`config.mk`:
```
export PLATFORM = sky130hd
export DESIGN_NAME = sac_channel_pair
export DESIGN_NICKNAME = d
export VERILOG_FILES = /design/src/verilog/sac_pkg.sv /design/src/verilog/sac_fifo.sv /design/src/verilog/sac_channel_pair.sv
export SDC_FILE = /design/constraint.sdc
export NUM_CORES = 1
export LEC_CHECK = 0
export BUFFER_PORTS_ARGS = -buffer_cell sky130_fd_sc_hd__clkbuf_2
export CAP_MARGIN = 20
export CORE_UTILIZATION = 55
export DETAILED_ROUTE_END_ITERATION = 7
export GPL_TIMING_DRIVEN = 0
export PLACE_DENSITY = 0.73
export SYNTH_ARGS = -nofsm -noshare
export SYNTH_HDL_FRONTEND = slang
export SYNTH_SLANG_ARGS = --single-unit
```
`constraint.sdc`:
```
create_clock -name clock -period 5.73 [get_ports clock]
set_clock_uncertainty 0.1 [all_clocks]
set_input_delay 0.2865 -clock clock [delete_from_list [all_inputs] [get_ports clock]]
set_output_delay 0.2865 -clock clock [all_outputs]
set_load 0.05 [all_outputs]
```
`src/verilog/sac_pkg.sv`:
```
/*
  sac_pkg: constants, enums and carriers for the serial audio channel pair.
  assumes a single 125 MHz clock domain and no software-visible register bus.
*/
package sac_pkg;
  localparam int unsigned SAC_DATA_W = 32;
  localparam int unsigned SAC_LEN_W = 5;
  localparam int unsigned SAC_FIFO_DEPTH = 8;
  localparam int unsigned SAC_CNT_W = 5;
  localparam logic [SAC_LEN_W-1:0] SAC_LEN_RESET = 5'h0f;
  localparam logic [7:0] SAC_SCK_DIV_RESET = 8'h03;
  // fifo_state_reg field positions
  localparam int unsigned SAC_ST_EMPTY_BIT = 0;
  localparam int unsigned SAC_ST_FULL_BIT = 1;
  localparam int unsigned SAC_ST_UNDERRUN_BIT = 2;
  localparam int unsigned SAC_ST_OVERRUN_BIT = 3;
  localparam int unsigned SAC_ST_W = 4;

  typedef enum logic [1:0]
  {
    SAC_MODE_CLASSIC = 2'h0,
    SAC_MODE_DSP_WS50 = 2'h1,
    SAC_MODE_DSP_WS1 = 2'h2,
    SAC_MODE_DSP_WS1_DATA = 2'h3
  } sac_mode_e;

  typedef enum logic [1:0]
  {
    SAC_IDLE = 2'b00,
    SAC_LEFT = 2'b01,
    SAC_RIGHT = 2'b11
  } sac_state_e;

  // config_one_reg contents, driven as plain inputs
  typedef struct packed
  {
    logic enable;
    logic tx_en;
    logic rx_en;
    sac_mode_e mode;
    logic [SAC_LEN_W-1:0] sample_bit_count;
    logic [7:0] sck_div;
  } sac_cfg_s;

  typedef struct packed
  {
    logic left;
    logic [SAC_DATA_W-1:0] data;
  } sac_word_s;
endpackage : sac_pkg

```
`src/verilog/sac_fifo.sv`:
```
/*
  sac_fifo: the single shared word fifo of one serial interface instance.
  assumes one clock; writer and reader may act in the same cycle.
*/
`timescale 1ns/1ns
module sac_fifo
  import sac_pkg::*;
#(
  parameter int unsigned DEPTH = SAC_FIFO_DEPTH,
  parameter int unsigned AW = 3
)
(
  input wire logic clock,
  input wire logic reset_n,
  input wire logic flush,
  input wire logic wr_valid,
  output logic wr_ready,
  input sac_word_s wr_word,
  output logic rd_valid,
  input wire logic rd_ready,
  output sac_word_s rd_word
);
  sac_word_s mem_q [DEPTH];
  logic [AW:0] count_q;
  logic [AW-1:0] wp_q;
  logic [AW-1:0] rp_q;
  logic do_wr;
  logic do_rd;

  function automatic logic [AW-1:0] ptr_inc(input logic [AW-1:0] p);
    ptr_inc = (p == AW'(DEPTH - 1)) ? '0 : AW'(p + 1'b1);
  endfunction : ptr_inc

  assign wr_ready = (count_q != (AW+1)'(DEPTH));
  assign rd_valid = (count_q != '0);
  assign rd_word = mem_q[rp_q];
  assign do_wr = wr_valid && wr_ready;
  assign do_rd = rd_valid && rd_ready;

  always_ff @(posedge clock)
  begin
    if (do_wr)
      mem_q[wp_q] <= wr_word;
  end

  always_ff @(posedge clock or negedge reset_n)
  begin
    if (!reset_n)
    begin
      wp_q <= '0;
      rp_q <= '0;
      count_q <= '0;
    end
    else if (flush)
    begin
      wp_q <= '0;
      rp_q <= '0;
      count_q <= '0;
    end
    else
    begin
      if (do_wr)
        wp_q <= ptr_inc(wp_q);
      if (do_rd)
        rp_q <= ptr_inc(rp_q);
      if (do_wr && !do_rd)
        count_q <= count_q + 1'b1;
      else if (do_rd && !do_wr)
        count_q <= count_q - 1'b1;
    end
  end
endmodule : sac_fifo

```
`src/verilog/sac_channel_pair.sv`:
```
/*
  sac_channel_pair: serial audio master for one stereo channel pair.
  assumes the codec samples sd_out on the rising bit clock edge and drives sd_in on the
  falling edge; configuration inputs are held stable while enabled.
*/
`timescale 1ns/1ns
// Functional notes
// - a transmit fifo running dry mid-transfer sets the sticky underrun flag and raises the interrupt.
// - all audio words of this instance, both ways, go through its one shared fifo.
// - the instance carries exactly one channel pair, a left and a right channel.
// - sample_bit_count plus one is the number of bits per channel sent or received.
// - several modes pick the frame timing, and the width applies the same in every mode.
module sac_channel_pair
  import sac_pkg::*;
#(
  parameter int unsigned DEPTH = SAC_FIFO_DEPTH
)
(
  input wire logic clock,
  input wire logic reset_n,
  input sac_cfg_s config_one_reg,
  input wire logic host_wr_valid,
  input sac_word_s host_wr_word,
  output logic host_wr_ready,
  input wire logic host_rd_ready,
  output logic host_rd_valid,
  output sac_word_s host_rd_word,
  input wire logic underrun_clear,
  input wire logic overrun_clear,
  input wire logic sd_in,
  output logic sck,
  output logic ws,
  output logic sd_out,
  output logic [SAC_ST_W-1:0] fifo_state_reg,
  output logic irq
);
  sac_state_e state_q;
  logic [7:0] div_q;
  logic sck_q;
  logic ws_q;
  logic sd_out_q;
  logic [SAC_CNT_W-1:0] bit_q;
  logic [SAC_DATA_W-1:0] tx_sh_q;
  logic [SAC_DATA_W-1:0] rx_sh_q;
  logic underrun_q;
  logic overrun_q;
  logic rx_push_q;
  sac_word_s rx_word_q;
  logic [SAC_ST_W-1:0] stat_q;
  logic irq_q;
  logic rd_valid_q;
  sac_word_s rd_word_q;
  logic wr_ready_q;
  logic rise;
  logic fall;
  logic last_bit;
  logic tx_mode;
  logic fifo_wr_valid;
  logic fifo_wr_ready;
  logic fifo_rd_valid;
  logic fifo_rd_ready;
  logic tx_pop;
  logic starve;
  sac_word_s fifo_wr_word;
  sac_word_s fifo_rd_word;

  // word select level for the given channel and bit index per mode
  function automatic logic ws_level(input sac_mode_e m, input logic right, input logic [SAC_CNT_W-1:0] b);
    case (m)
      SAC_MODE_CLASSIC: ws_level = right;
      SAC_MODE_DSP_WS50: ws_level = !right;
      SAC_MODE_DSP_WS1: ws_level = !right && (b == '0);
      SAC_MODE_DSP_WS1_DATA: ws_level = (b == '0);
      default: ws_level = right;
    endcase
  endfunction : ws_level

  assign rise = (div_q == config_one_reg.sck_div) && !sck_q;
  assign fall = (div_q == config_one_reg.sck_div) && sck_q;
  // bit count from width minus one
  assign last_bit = (bit_q == config_one_reg.sample_bit_count);
  assign tx_mode = config_one_reg.enable && config_one_reg.tx_en;
  // one fifo: transmit when tx enabled, else receive
  assign fifo_wr_valid = tx_mode ? host_wr_valid : rx_push_q;
  assign fifo_wr_word = tx_mode ? host_wr_word : rx_word_q;
  assign tx_pop = tx_mode && fall && (bit_q == '0) && (state_q != SAC_IDLE);
  assign starve = tx_pop && !fifo_rd_valid;
  assign fifo_rd_ready = tx_mode ? tx_pop : (host_rd_ready && rd_valid_q == 1'b0);

  sac_fifo #(
    .DEPTH(DEPTH),
    .AW($clog2(DEPTH))
  ) u_fifo (
    .clock(clock),
    .reset_n(reset_n),
    .flush(!config_one_reg.enable),
    .wr_valid(fifo_wr_valid),
    .wr_ready(fifo_wr_ready),
    .wr_word(fifo_wr_word),
    .rd_valid(fifo_rd_valid),
    .rd_ready(fifo_rd_ready),
    .rd_word(fifo_rd_word)
  );

  // bit clock divider
  always_ff @(posedge clock or negedge reset_n)
  begin
    if (!reset_n)
    begin
      div_q <= '0;
      sck_q <= 1'b0;
    end
    else if (!config_one_reg.enable)
    begin
      div_q <= '0;
      sck_q <= 1'b0;
    end
    else if (div_q == config_one_reg.sck_div)
    begin
      div_q <= '0;
      sck_q <= !sck_q;
    end
    else
      div_q <= div_q + 1'b1;
  end

  // frame walks left then right only
  always_ff @(posedge clock or negedge reset_n)
  begin
    if (!reset_n)
    begin
      state_q <= SAC_IDLE;
      bit_q <= '0;
    end
    else if (!config_one_reg.enable)
    begin
      state_q <= SAC_IDLE;
      bit_q <= '0;
    end
    else if (fall)
    begin
      case (state_q)
        SAC_IDLE: state_q <= SAC_LEFT;
        SAC_LEFT:
          if (last_bit)
          begin
            state_q <= SAC_RIGHT;
            bit_q <= '0;
          end
          else
            bit_q <= bit_q + 1'b1;
        SAC_RIGHT:
          if (last_bit)
          begin
            state_q <= SAC_LEFT;
            bit_q <= '0;
          end
          else
            bit_q <= bit_q + 1'b1;
        default: state_q <= SAC_IDLE;
      endcase
    end
  end

  // transmit shifter, msb first; zero when starved
  always_ff @(posedge clock or negedge reset_n)
  begin
    if (!reset_n)
    begin
      tx_sh_q <= '0;
      sd_out_q <= 1'b0;
      ws_q <= 1'b0;
    end
    else if (fall && state_q != SAC_IDLE)
    begin
      ws_q <= ws_level(config_one_reg.mode, state_q == SAC_RIGHT, bit_q);
      if (bit_q == '0)
      begin
        tx_sh_q <= (tx_pop && fifo_rd_valid) ? (fifo_rd_word.data << 1) : '0;
        sd_out_q <= (tx_pop && fifo_rd_valid) ? fifo_rd_word.data[config_one_reg.sample_bit_count] : 1'b0;
      end
      else
      begin
        tx_sh_q <= tx_sh_q << 1;
        sd_out_q <= tx_sh_q[config_one_reg.sample_bit_count];
      end
    end
    else if (!config_one_reg.enable)
    begin
      sd_out_q <= 1'b0;
      ws_q <= 1'b0;
    end
  end

  // receive shifter keeps all bits through the msb
  always_ff @(posedge clock or negedge reset_n)
  begin
    if (!reset_n)
    begin
      rx_sh_q <= '0;
      rx_push_q <= 1'b0;
      rx_word_q <= '0;
    end
    else
    begin
      rx_push_q <= 1'b0;
      if (rise && state_q != SAC_IDLE && config_one_reg.rx_en && !tx_mode)
      begin
        rx_sh_q <= {rx_sh_q[SAC_DATA_W-2:0], sd_in};
        if (last_bit)
        begin
          rx_word_q.left <= (state_q == SAC_LEFT);
          rx_word_q.data <= {rx_sh_q[SAC_DATA_W-2:0], sd_in};
          rx_push_q <= 1'b1;
          rx_sh_q <= '0;
        end
      end
      // drop a part word cut by disable
      else if (!config_one_reg.enable)
        rx_sh_q <= '0;
    end
  end

  // sticky flags, set beats clear
  always_ff @(posedge clock or negedge reset_n)
  begin
    if (!reset_n)
    begin
      underrun_q <= 1'b0;
      overrun_q <= 1'b0;
    end
    else
    begin
      if (starve)
        underrun_q <= 1'b1;
      else if (underrun_clear)
        underrun_q <= 1'b0;
      if (rx_push_q && !fifo_wr_ready)
        overrun_q <= 1'b1;
      else if (overrun_clear)
        overrun_q <= 1'b0;
    end
  end

  // registered outputs
  always_ff @(posedge clock or negedge reset_n)
  begin
    if (!reset_n)
    begin
      stat_q <= '0;
      irq_q <= 1'b0;
      rd_valid_q <= 1'b0;
      rd_word_q <= '0;
      wr_ready_q <= 1'b0;
    end
    else
    begin
      stat_q[SAC_ST_EMPTY_BIT] <= !fifo_rd_valid;
      stat_q[SAC_ST_FULL_BIT] <= !fifo_wr_ready;
      stat_q[SAC_ST_UNDERRUN_BIT] <= underrun_q || starve;
      stat_q[SAC_ST_OVERRUN_BIT] <= overrun_q;
      irq_q <= underrun_q || starve || overrun_q;
      wr_ready_q <= tx_mode && fifo_wr_ready;
      if (rd_valid_q && host_rd_ready)
        rd_valid_q <= 1'b0;
      else if (!tx_mode && fifo_rd_valid && fifo_rd_ready)
      begin
        rd_valid_q <= 1'b1;
        rd_word_q <= fifo_rd_word;
      end
    end
  end

  assign sck = sck_q;
  assign ws = ws_q;
  assign sd_out = sd_out_q;
  assign fifo_state_reg = stat_q;
  assign irq = irq_q;
  assign host_wr_ready = wr_ready_q;
  assign host_rd_valid = rd_valid_q;
  assign host_rd_word = rd_word_q;
endmodule : sac_channel_pair

```
Word-level counts from Yosys, hierarchy flattened
Memory sizes are Yosys's and may differ from the RTL's. Cells that the tools add are included.

Memories: 1. Logic and storage cells: 147. Memory bits (writable): 264. Register bits: 167. Output and inout bits: 43.

Memories: u_fifo.mem_q (words 8, width 33, rd ports 1, clocked after Yosys merged registers in 0, wr ports 1, RTL line sac_fifo.sv:23) `sac_word_s mem_q [DEPTH];`.

Eq/ne operators: 20. Add/sub/neg operators: 6. Reduce and logical (&&, ||, !) cells: 45. Mux-type cells: 50. Bitwise gates (word level): 2. Order comparisons: 1.

Operator list (count): 31-bit two-way mux (3); 32-bit two-way mux (2); 33-bit two-way mux (1); 1-bit logical AND (23); 1-bit two-way mux (21); 5-bit two-way mux (4); 3-bit two-way mux (6); 8-bit two-way mux (2); 4-bit two-way mux (3); 2-bit by 1-bit != test with 1-bit output (second input constant) (6); 1-bit binary-select mux with 5-bit select (2); 8-bit by 1-bit adder with 8-bit output (second input constant) (1); 8-bit equality test (1); 2-bit two-way mux (4); 2-bit nonzero test (4); 1-bit logical NOT (7); 3-bit by 1-bit adder with 3-bit output (second input constant) (2); 2-bit equality test (second input constant) (3); 3-bit equality test (second input constant) (2); 5-bit by 6-bit less-than comparator with 1-bit output (second input constant) (1); 3-bit != test (second input constant) (2); 2-bit case mux with 3 select lines (1); 2-bit AND reduction (3); 5-bit by 1-bit adder with 5-bit output (second input constant) (1); other kinds (15) (19).

Depth between registers and ports, before layout
Gate-level depths: netlist of run 1.

Depth after elaboration: 11. Gate-level depth with buffers: 14. Depth with buffers taken out: 12.

Modules after synthesis
A second synthesis of run 1 with hierarchy kept.

Cells, all modules: 1061. Area total of the unflattened synthesis: 17951.0 µm².

By module, submodules not included: sac_fifo (sequential area each 8177.8 µm², instances 1, cells each 461, area each 10612.7 µm²); sac_channel_pair (sequential area each 3903.7 µm², instances 1, cells each 600, area each 7338.3 µm²).

Least setup slack after synthesis of run 1
Ideal clock, no wire load.

Path kind: input to register. From: input config_one_reg[17] (netlist bit). To: memory u_fifo.mem_q[4][0] (netlist bit) (enable). Arrival: 3698 ps. Setup slack: 1461 ps. Cell stages on the path: 5. Required time: 5159 ps. Cells stage by stage: clkbuf_1 -> nand2_1 -> mux2i_1 -> or3_1 -> nor3b_1.

Longest elaborated chain between the ends: 5.

Ends and longest elaborated chain: start: declaration (RTL line sac_channel_pair.sv:21) `input sac_cfg_s config_one_reg,`; 1-bit logical AND (RTL line sac_channel_pair.sv:82) `assign tx_mode = config_one_reg.enable && config_one_reg.tx_en;`; 1-bit two-way mux (RTL line sac_channel_pair.sv:84) `assign fifo_wr_valid = tx_mode ? host_wr_valid : rx_push_q;`; 1-bit logical AND (RTL line sac_fifo.sv:37) `assign do_wr = wr_valid && wr_ready;`; 1-bit two-way mux (RTL line sac_fifo.sv:42) `if (do_wr)`; 1-bit two-way mux (not written as such) (RTL line sac_fifo.sv:43) `mem_q[wp_q] <= wr_word;`; end: declaration (RTL line sac_fifo.sv:23).

No other way between the ends.

Worst setup path in the final report of run 1
From: register div_q[3]. To: register u_fifo.count_q[3].

Longest elaborated chain between the ends: 11. Elaborated cells between the ends (all ways): 13. Classes of those cells: eq/ne: 2; mux: 3; reduce/logical: 8.

Ends and longest elaborated chain: start: declaration (RTL line sac_channel_pair.sv:38) `logic [7:0] div_q;`; start signal: assignment (RTL line sac_channel_pair.sv:124) `div_q <= div_q + 1'b1;`; 8-bit equality test * (RTL line sac_channel_pair.sv:79) `assign fall = (div_q == config_one_reg.sck_div) && sck_q;`; 1-bit logical AND * (RTL line sac_channel_pair.sv:79); 1-bit logical AND * (3 in a row) (RTL line sac_channel_pair.sv:86) `assign tx_pop = tx_mode && fall && (bit_q == '0) && (state_q != SAC_IDLE);`; 1-bit two-way mux * (RTL line sac_channel_pair.sv:88) `assign fifo_rd_ready = tx_mode ? tx_pop : (host_rd_ready && rd_valid_q == 1'b0);`; 1-bit logical AND * (RTL line sac_fifo.sv:38) `assign do_rd = rd_valid && rd_ready;`; 1-bit logical NOT (RTL line sac_fifo.sv:66) `if (do_wr && !do_rd)`; 1-bit logical AND (RTL line sac_fifo.sv:66); 4-bit two-way mux (RTL line sac_fifo.sv:66); 4-bit two-way mux (RTL line sac_fifo.sv:54) `else if (flush)`; end signal: assignment (RTL line sac_fifo.sv:67) `count_q <= count_q + 1'b1;`; end signal: assignment (RTL line sac_fifo.sv:69) `count_q <= count_q - 1'b1;`; end: declaration (RTL line sac_fifo.sv:24) `logic [AW:0] count_q;`.

Mark *: on every way between the ends. The rest lies on a longest branch, timed or not. A chain may end at the register's enable or synchronous reset.

==> summary.md, run 1 <==
| Metric | Value |
|---|---|
| Area delta synth->final | 16.05% |
| Initial DRC Count | 1129 |
| Post-synth EDFFs | 264 |
| Global route overflow | 0 |
| Slew margin rel. | 27.96% |
| Mapped Cells | 1185 |
| Peak supply drop | 0.2784 mV |
| Syn avg cell area | 15.13 um2 |
| Diodes inserted | 0 |
| Net count of the finished layout | 1425 |
| Worst r2r path cells | 13 |
| Worst hold path depth | 2 |
| Final Max Slew Viols | 0 |
| Worst-path clk slew | 0.06 ns |
| Post-CTS Setup Inserts | 0 |
| Synth area leader | edfxtp_1 |
| Final setup viols | 0 |
| Min cycle time layout | 3.668 ns |
| Drt pass-1 iters | 5 |
| Critical Path RT | 6.06 ns |
| Synth area leaders | edfxtp_1 44%, dfrtp_1 23%, mux4_2 6.8% |
| Final ANT Viol Nets | 0 |
| Fin worst setup slack | 2.062 ns |
| Leak | 8.209 nW |
| Slowest cell on the critical path | nor4_2 |
| Worst reg-to-reg setup slack | 2.06 ns |
| Die Width | 182.5 um |
| Yosys Warn Count | 0 |
| CTS tree | yes |
| Largest net degree at the start of global routing | 85 |
| Synth cell types | 69 |
| PortBufs | 97 |
| Reg2Reg Capture Point | u_fifo.count_q[3]$_DFFE_PN0P_ |
| Max_cap viols | 0 |
| FFs w/ async S/R, synth | 38.60% |
| Row count | 65 |
| FF+latch count, synth | 430 |
| Worst slew pin tran | 1.081 ns |
| Vias in the first global route | 10820 |
| H-tree levels | 2 |
| Global-route wire length before repair | 64740 um |
| CP Capture Type | flop |
| Count leader, synth | edfxtp_1 |
| Final wirelength | 42370 um |
| Core Area | 31800 um2 |
| Critical-path maximum fanout | 10 |
| Die ar. | 33320 um2 |
| # DRC | 0 |
| Hold Path End | u_fifo.mem_q[1][3]$_DFFE_PP_ |
| Die Y | 182.5 um |
| Dpl hpwl | 29280 um |
| Layout cell share with drive strength beyond 1 | 25.14% |
| Dpl cells | 1741 |
| Initial Utilization | 56.37% |
| Critical Path, Cell by Cell | xor2_1, nor4_2, and4_1, clkbuf_1, nand3_1, buf_2, nand3_1, ha_1, a21o_1, a21oi_1, and3_1, o21ai_1, nor3b_2 |
| Post-synth top cells | 264 x edfxtp_1, 166 x dfrtp_1, 107 x nand2_1, 95 x nor2_1 |
| Unrepaired setup endpoints after global routing | no |
| CP Class | reg -> reg |
| Largest Register | u_fifo.mem_q |
| Register area share after synthesis | 67.40% |
| Crit-path most repeated cell | nand3_1 |
| Final Hold Fails | 0 |
| Outcome | finished, final reports clean |
| Initial antenna violation count | 1 |
| WP data arrival | 4.00 ns |
| CTS Root Cell | clkbuf_16 |
| Post-Syn Area | 17930 um2 |
| Clock Latency Late Sink | 0.56 ns |
| Clk buf depth | 3 |
| Main flop type after synthesis | edfxtp_1 |
| Largest register FFs | 264 |
| Layout Cells excl Fill | 1827 |
| Gp weighted congestion | 0.9038 |
| GRT Overall Usage | 26.21% |
| Clk sinks | 430 |
| Total number of vias | 10950 |
| Wire per inst | 23.19 um |
| Fillers | 2263 |
| Yosys top cell area share | 44.22% |
| CTS Buf Count | 43 |
| Sequential cell area | 12080 um2 |
| RR Startpoint | div_q[3]$_DFF_PN0_ |
| FMAX | 272.7 MHz |
| Fraction of the cycle the final worst path needs | 64.01% |
| DP Worst Slack | 1.727 ns |
| DR vias/cell | 5.991 |
| Multi-input gate area | 5445 um2 |
| Pwr dens | 384.3 nW/um2 |
| HP Start | host_wr_word[3] |
| Post-synth net total | 1253 |
| Min-Delay Path Class | in -> reg |
| Crit-path max cell delay | 0.44 ns |
| Number of top-level pins | 101 |
| Worst setup SP type | flop |
report_power, final:
group          switching, W  leakage [nW]  internal, W  total, W
Clock               0.00119         0.694      0.00165   0.00284
Combinational       0.00114          2.82     0.000480   0.00162
Sequential        0.0000884          4.70      0.00345   0.00354
stage by stage:
| step | power (W) | TNS [ns] | utilization [%] | instance area [um2] | hold WS, ns |
|---|---|---|---|---|---|
| floorplan | 0.004717 | 0 | - | 17930 | -0.1091 |
| detailed placement | 0.005215 | 0 | 60.75 | 19320 | 0.2666 |
| global placement | 0.005174 | -234.43 | 59.61 | 18960 | 0.2551 |
| finish | 0.007994 | 0 | 65.42 | 20800 | 0.03894 |
| global route | 0.008289 | 0 | 65.42 | 20800 | 0.04378 |
| CTS | 0.008039 | 0 | 65.42 | 20800 | 0.02550 |
critical path: cells and delay by family (launching register included):
kind | cells | cell delay, ns
AO/OA/AOI/OAI | 3 | 0.42
XOR/XNOR | 1 | 0.17
adder cells (fa/ha/maj) | 1 | 0.27
buffers and inverters | 2 | 0.63
flip-flops | 1 | 0.42
AND/OR/NAND/NOR | 6 | 1.54
area by class of cell:
class                      count  share of cell area (%)
clock buffer                  53                   5.437
sequential                   430                   58.07
timing repair buffer         127                   4.144
clock inverter                27                   1.419
inverter                      18                  0.3248
buffer                        69                   1.810
multi-input combinational    668                   26.17
tap                          435                   2.616
metal layers:
metal / track usage (%) / part of all wire [%] / vias to the layer above
li1: - / - / 4823
met4: 7.294 / 2.3 / 0
met1: 36.31 / 42 / 5525
met2: 43.10 / 48 / 507
met3: 4.490 / 7.6 / 91
met5: 0 / 0 / -
repair_timing:
action / 4_1_cts / 5_1_grt
hold buffers: 6 / 0
gates resized for setup: 0 / 0
hold endpoints to repair: 89 / 0
cell usage in the layout, fill, tap and decap left out, types with 7 or more instances in the layout:
cell type / netlist / final
nand2_1: 107 / 107
clkinv_2: 0 / 7
clkbuf_2: 0 / 96
clkbuf_16: 0 / 43
nor2_1: 95 / 93
a21oi_1: 30 / 30
nor3_1: 9 / 7
clkinv_1: 1 / 9
buf_6: 6 / 24
clkbuf_1: 31 / 38
a22o_1: 33 / 33
o21ai_0: 37 / 37
nand3_1: 24 / 24
mux2_1: 27 / 27
nand2b_1: 7 / 7
inv_1: 17 / 17
edfxtp_1: 264 / 264
o21ai_1: 14 / 14
mux2_2: 54 / 54
a221oi_1: 16 / 16
buf_2: 21 / 21
ha_1: 9 / 9
xor2_1: 17 / 17
mux2i_1: 43 / 43
dfrtp_1: 166 / 166
a22oi_1: 12 / 12
buf_4: 8 / 9
mux4_2: 54 / 54
kinds of logic (layout without fill, tap and decap cells):
family / count (synthesis) / in the layout / synth area share (%)
AOI/OAI and AO/OA: 176 / 176 / 6.812
xor gates and xnor gates: 24 / 24 / 1.277
and+or+nand+nor: 280 / 280 / 7.022
DFF: 430 / 430 / 67.40
buffers and inverters: 87 / 294 / 2.478
muxes: 178 / 178 / 14.27
adders and majority gates: 10 / 10 / 0.7399
worst max path at each step:
stage                     cells past startpoint                            end          startpoint  slack [ns]
final                                        13  u_fifo.count_q[3]$_DFFE_PN0P_  div_q[3]$_DFF_PN0_        2.06
after global routing                         13  u_fifo.count_q[3]$_DFFE_PN0P_  div_q[2]$_DFF_PN0_        1.85
after CTS                                    13  u_fifo.count_q[3]$_DFFE_PN0P_  div_q[3]$_DFF_PN0_        2.04
after detailed placement                     11  u_fifo.count_q[3]$_DFFE_PN0P_  config_one_reg[17]        1.73
after floorplan                               5   u_fifo.mem_q[4][0]$_DFFE_PP_  config_one_reg[17]        1.46
after global placement                        5   u_fifo.mem_q[4][4]$_DFFE_PP_  config_one_reg[17]       -1.49
Power figures use the tool's default switching activity.
==> run 2: changes to the inputs <==
clock period = 3.6 ns   (was 5.73 ns; I/O delays follow)
==> run 2 against run 1 <==
First-iteration DRC count down 15%. Global-route usage shrank 0.50 points. Sequential power is 59% higher. Sequential share of layout area decreased by 0.91 points.
==> summary.md, run 2 (same netlist as run 1, synthesis figures left out) <==
| Metric | Value |
|---|---|
| Gp weighted congestion | 0.9156 (was 0.9038) |
| Global-route wire length before repair | 64000 um (was 64740 um) |
| Worst hold path depth | 2 (unchanged) |
| GRT Overall Usage | 25.71% (was 26.21%) |
| Critical-path maximum fanout | 10 (unchanged) |
| Max_cap viols | 0 (unchanged) |
| Slowest cell on the critical path | and4_1 (was nor4_2) |
| Final ANT Viol Nets | 0 (unchanged) |
| WL met2 | 19720 um (was 20470 um) |
| Final setup viols | 0 (unchanged) |
| Leak | 8.327 nW (was 8.209 nW) |
| Top delay family on crit path | simple AND/OR/NAND/NOR gates (unchanged) |
| Seq pwr share | 44.8% (was 44.2%) |
| PortBufs | 97 (unchanged) |
| Largest Register | u_fifo.mem_q (unchanged) |
| Dpl hpwl | 28840 um (was 29280 um) |
| Critical Path RT | 3.93 ns (was 6.06 ns) |
| RR Startpoint | div_q[3]$_DFF_PN0_ (unchanged) |
| Outcome | finished, final reports clean (unchanged) |
| Min cycle time layout | 3.396 ns (was 3.668 ns) |
| Worst-path clk slew | 0.06 ns (about the same) |
| Core Area | 31800 um2 (unchanged) |
| Worst reg-to-reg setup slack | 0.20 ns (was 2.06 ns) |
| Final wirelength | 41540 um (was 42370 um) |
| Die Y | 182.5 um (unchanged) |
| Area delta synth->final | 17.90% (was 16.05%) |
| Post-CTS Setup Inserts | 0 (unchanged) |
| FMAX | 294.4 MHz (was 272.7 MHz) |
| Hold Slack | 0.02639 ns (was 0.03894 ns) |
| Initial antenna violation count | 1 (unchanged) |
| Vias in the first global route | 10970 (was 10820) |
| Row count | 65 (unchanged) |
| Commonest non-fill, non-tap cell in the layout | edfxtp_1 (unchanged) |
| Number of top-level pins | 101 (unchanged) |
| DR vias/cell | 5.908 (was 5.991) |
| Initial DRC Count | 963 (was 1129) |
| Clk buf depth | 3 (unchanged) |
| Initial Utilization | 56.37% (unchanged) |
| Drt pass-1 iters | 5 (unchanged) |
| Area after DPL | 19360 um2 (was 19320 um2) |
| Switching portion of total power | 30.13% (was 30.25%) |
| Layout cell share with drive strength beyond 1 | 24.26% (was 25.14%) |
| CP bufs+invs | 1 (was 2) |
| WP data arrival | 3.73 ns (was 4.00 ns) |
| H-tree levels | 2 (unchanged) |
| Critical Path, Cell by Cell | xor2_1, nor4_2, and4_1, nand3_2, buf_2, nand3_1, ha_1, a21o_1, a21oi_1, and3_1, o21ai_1, nor3b_2 (was xor2_1, nor4_2, and4_1, clkbuf_1, nand3_1, buf_2, nand3_1, ha_1, a21o_1, a21oi_1, and3_1, o21ai_1, nor3b_2) |
| CP Class | reg -> reg (unchanged) |
| Diodes inserted | 0 (unchanged) |
| Global route overflow | 0 (unchanged) |
| Hold Path End | u_fifo.mem_q[5][8]$_DFFE_PP_ (was u_fifo.mem_q[1][3]$_DFFE_PP_) |
| Wire per inst | 22.37 um (was 23.19 um) |
| Worst slew pin tran | 1.119 ns (was 1.081 ns) |
| Pwr dens | 594.6 nW/um2 (was 384.3 nW/um2) |
| Largest register FFs | 264 (unchanged) |
| Fillers | 2206 (was 2263) |
| Crit-path max cell delay | 0.48 ns (was 0.44 ns) |
| Dpl cells | 1738 (was 1741) |
| # DRC | 0 (unchanged) |
| Int Pwr | 0.008780 W (was 0.005576 W) |
| Peak supply drop | 0.4311 mV (was 0.2784 mV) |
| HP Start | host_wr_word[8] (was host_wr_word[3]) |
| Clock power frac | 34.5% (was 35.5%) |
| Final instance area | 21130 um2 (was 20800 um2) |
| Reg2Reg Capture Point | u_fifo.count_q[3]$_DFFE_PN0P_ (unchanged) |
| Unrepaired setup endpoints after global routing | no (unchanged) |
| Post-Route M1 WL | 17830 um (was 17690 um) |
| CTS Root Cell | clkbuf_16 (unchanged) |
| CTS Buf Count | 44 (was 43) |
| CTS tree | yes (unchanged) |
| Total number of vias | 10970 (was 10950) |
| Min-Delay Path Class | in -> reg (unchanged) |
| Top Metal Used | met4 (unchanged) |
| Final Max Slew Viols | 0 (unchanged) |
| Largest net degree at the start of global routing | 84 (was 85) |
| Slew margin rel. | 25.39% (was 27.96%) |
| Worst r2r path cells | 12 (was 13) |
| Clk sinks | 430 (unchanged) |
| P_sw | 0.003786 W (was 0.002418 W) |
| CP Capture Type | flop (unchanged) |
| Die Width | 182.5 um (unchanged) |
| Final Hold Fails | 0 (unchanged) |
| Fraction of the cycle the final worst path needs | 94.34% (was 64.01%) |
| Clock Latency Late Sink | 0.56 ns (about the same) |
| Fin Setup TNS | 0 ns (unchanged) |
| Net count of the finished layout | 1454 (was 1425) |
| Most frequent cells in the layout | 264 x edfxtp_1, 166 x dfrtp_1, 107 x nand2_1 (unchanged) |
| Die ar. | 33320 um2 (unchanged) |
| Layout Cells excl Fill | 1857 (was 1827) |
| Worst setup SP type | flop (unchanged) |
| Logic pwr share | 20.7% (was 20.2%) |
| Met3 wire length | 2781 um (was 3238 um) |
-- run 2: cell types whose count changed in the layout (fill, tap and decap cells not counted), sizes merged --
cell         delta
dlygate4sd3    +32
clkbuf         +15
clkinv          -5
bufinv          -4
buf             -3
inv             -3
clkinvlp        -2
-- run 2: layout make-up --
| cell class | count | area [um2] | share of cell area, % |
|---|---|---|---|
| Buffer | 68 | 372.9 | 1.764 |
| Clock buffer | 69 | 1264 | 5.980 |
| Clock inverter | 13 | 125.1 | 0.5920 |
| Inverter | 18 | 67.56 | 0.3197 |
| Multi-Input combinational cell | 668 | 5470 | 25.88 |
| Sequential cell | 430 | 12080 | 57.17 |
| Tap cell | 435 | 544.3 | 2.575 |
| Timing Repair Buffer | 156 | 1209 | 5.719 |
-- run 2: through the flow --
step	setup slack [ns]	utilization [%]	total power [W]
4_1_cts	0.07361	66.45	0.01265
6_report	0.2037	66.46	0.01257
2_1_floorplan	-0.4291	-	0.007508
3_3_place_gp	-3.336	59.64	0.008228
5_1_grt	0.01254	66.46	0.01302
3_5_place_dp	-0.2586	60.87	0.008290
-- run 2: what timing repair did --
action                                  in CTS  in global routing
endpoints found under the setup margin       1                  1
hold endpoints to repair                   404                  0
gates resized for setup                      1                  2
hold buffers                                38                  0
-- run 2: metal layers --
metal | up-vias | global-route usage [%]
met2 | 431 | 41.50
met5 | - | 0
li1 | 4877 | -
met4 | 0 | 8.504
met1 | 5578 | 35.30
met3 | 86 | 5.049
-- run 2: worst max path at each step --
stage | startpoint | cells past startpoint | to
final | div_q[3]$_DFF_PN0_ | 12 | u_fifo.count_q[3]$_DFFE_PN0P_
after global routing | div_q[2]$_DFF_PN0_ | 12 | u_fifo.count_q[3]$_DFFE_PN0P_
after CTS | div_q[2]$_DFF_PN0_ | 13 | u_fifo.count_q[3]$_DFFE_PN0P_
after detailed placement | config_one_reg[17] | 11 | u_fifo.count_q[3]$_DFFE_PN0P_
after global placement | config_one_reg[17] | 6 | u_fifo.mem_q[5][3]$_DFFE_PP_
after floorplan | config_one_reg[17] | 6 | u_fifo.mem_q[5][0]$_DFFE_PP_
-- run 2: power by group through the flow --
stage | Clock (W) | Combinational (W) | Sequential [W]
2_1_floorplan | 0 | 0.00115 | 0.00636
3_3_place_gp | 0 | 0.00250 | 0.00572
3_5_place_dp | 0 | 0.00256 | 0.00573
4_1_cts | 0.00442 | 0.00261 | 0.00563
5_1_grt | 0.00458 | 0.00279 | 0.00566
6_report | 0.00434 | 0.00260 | 0.00563
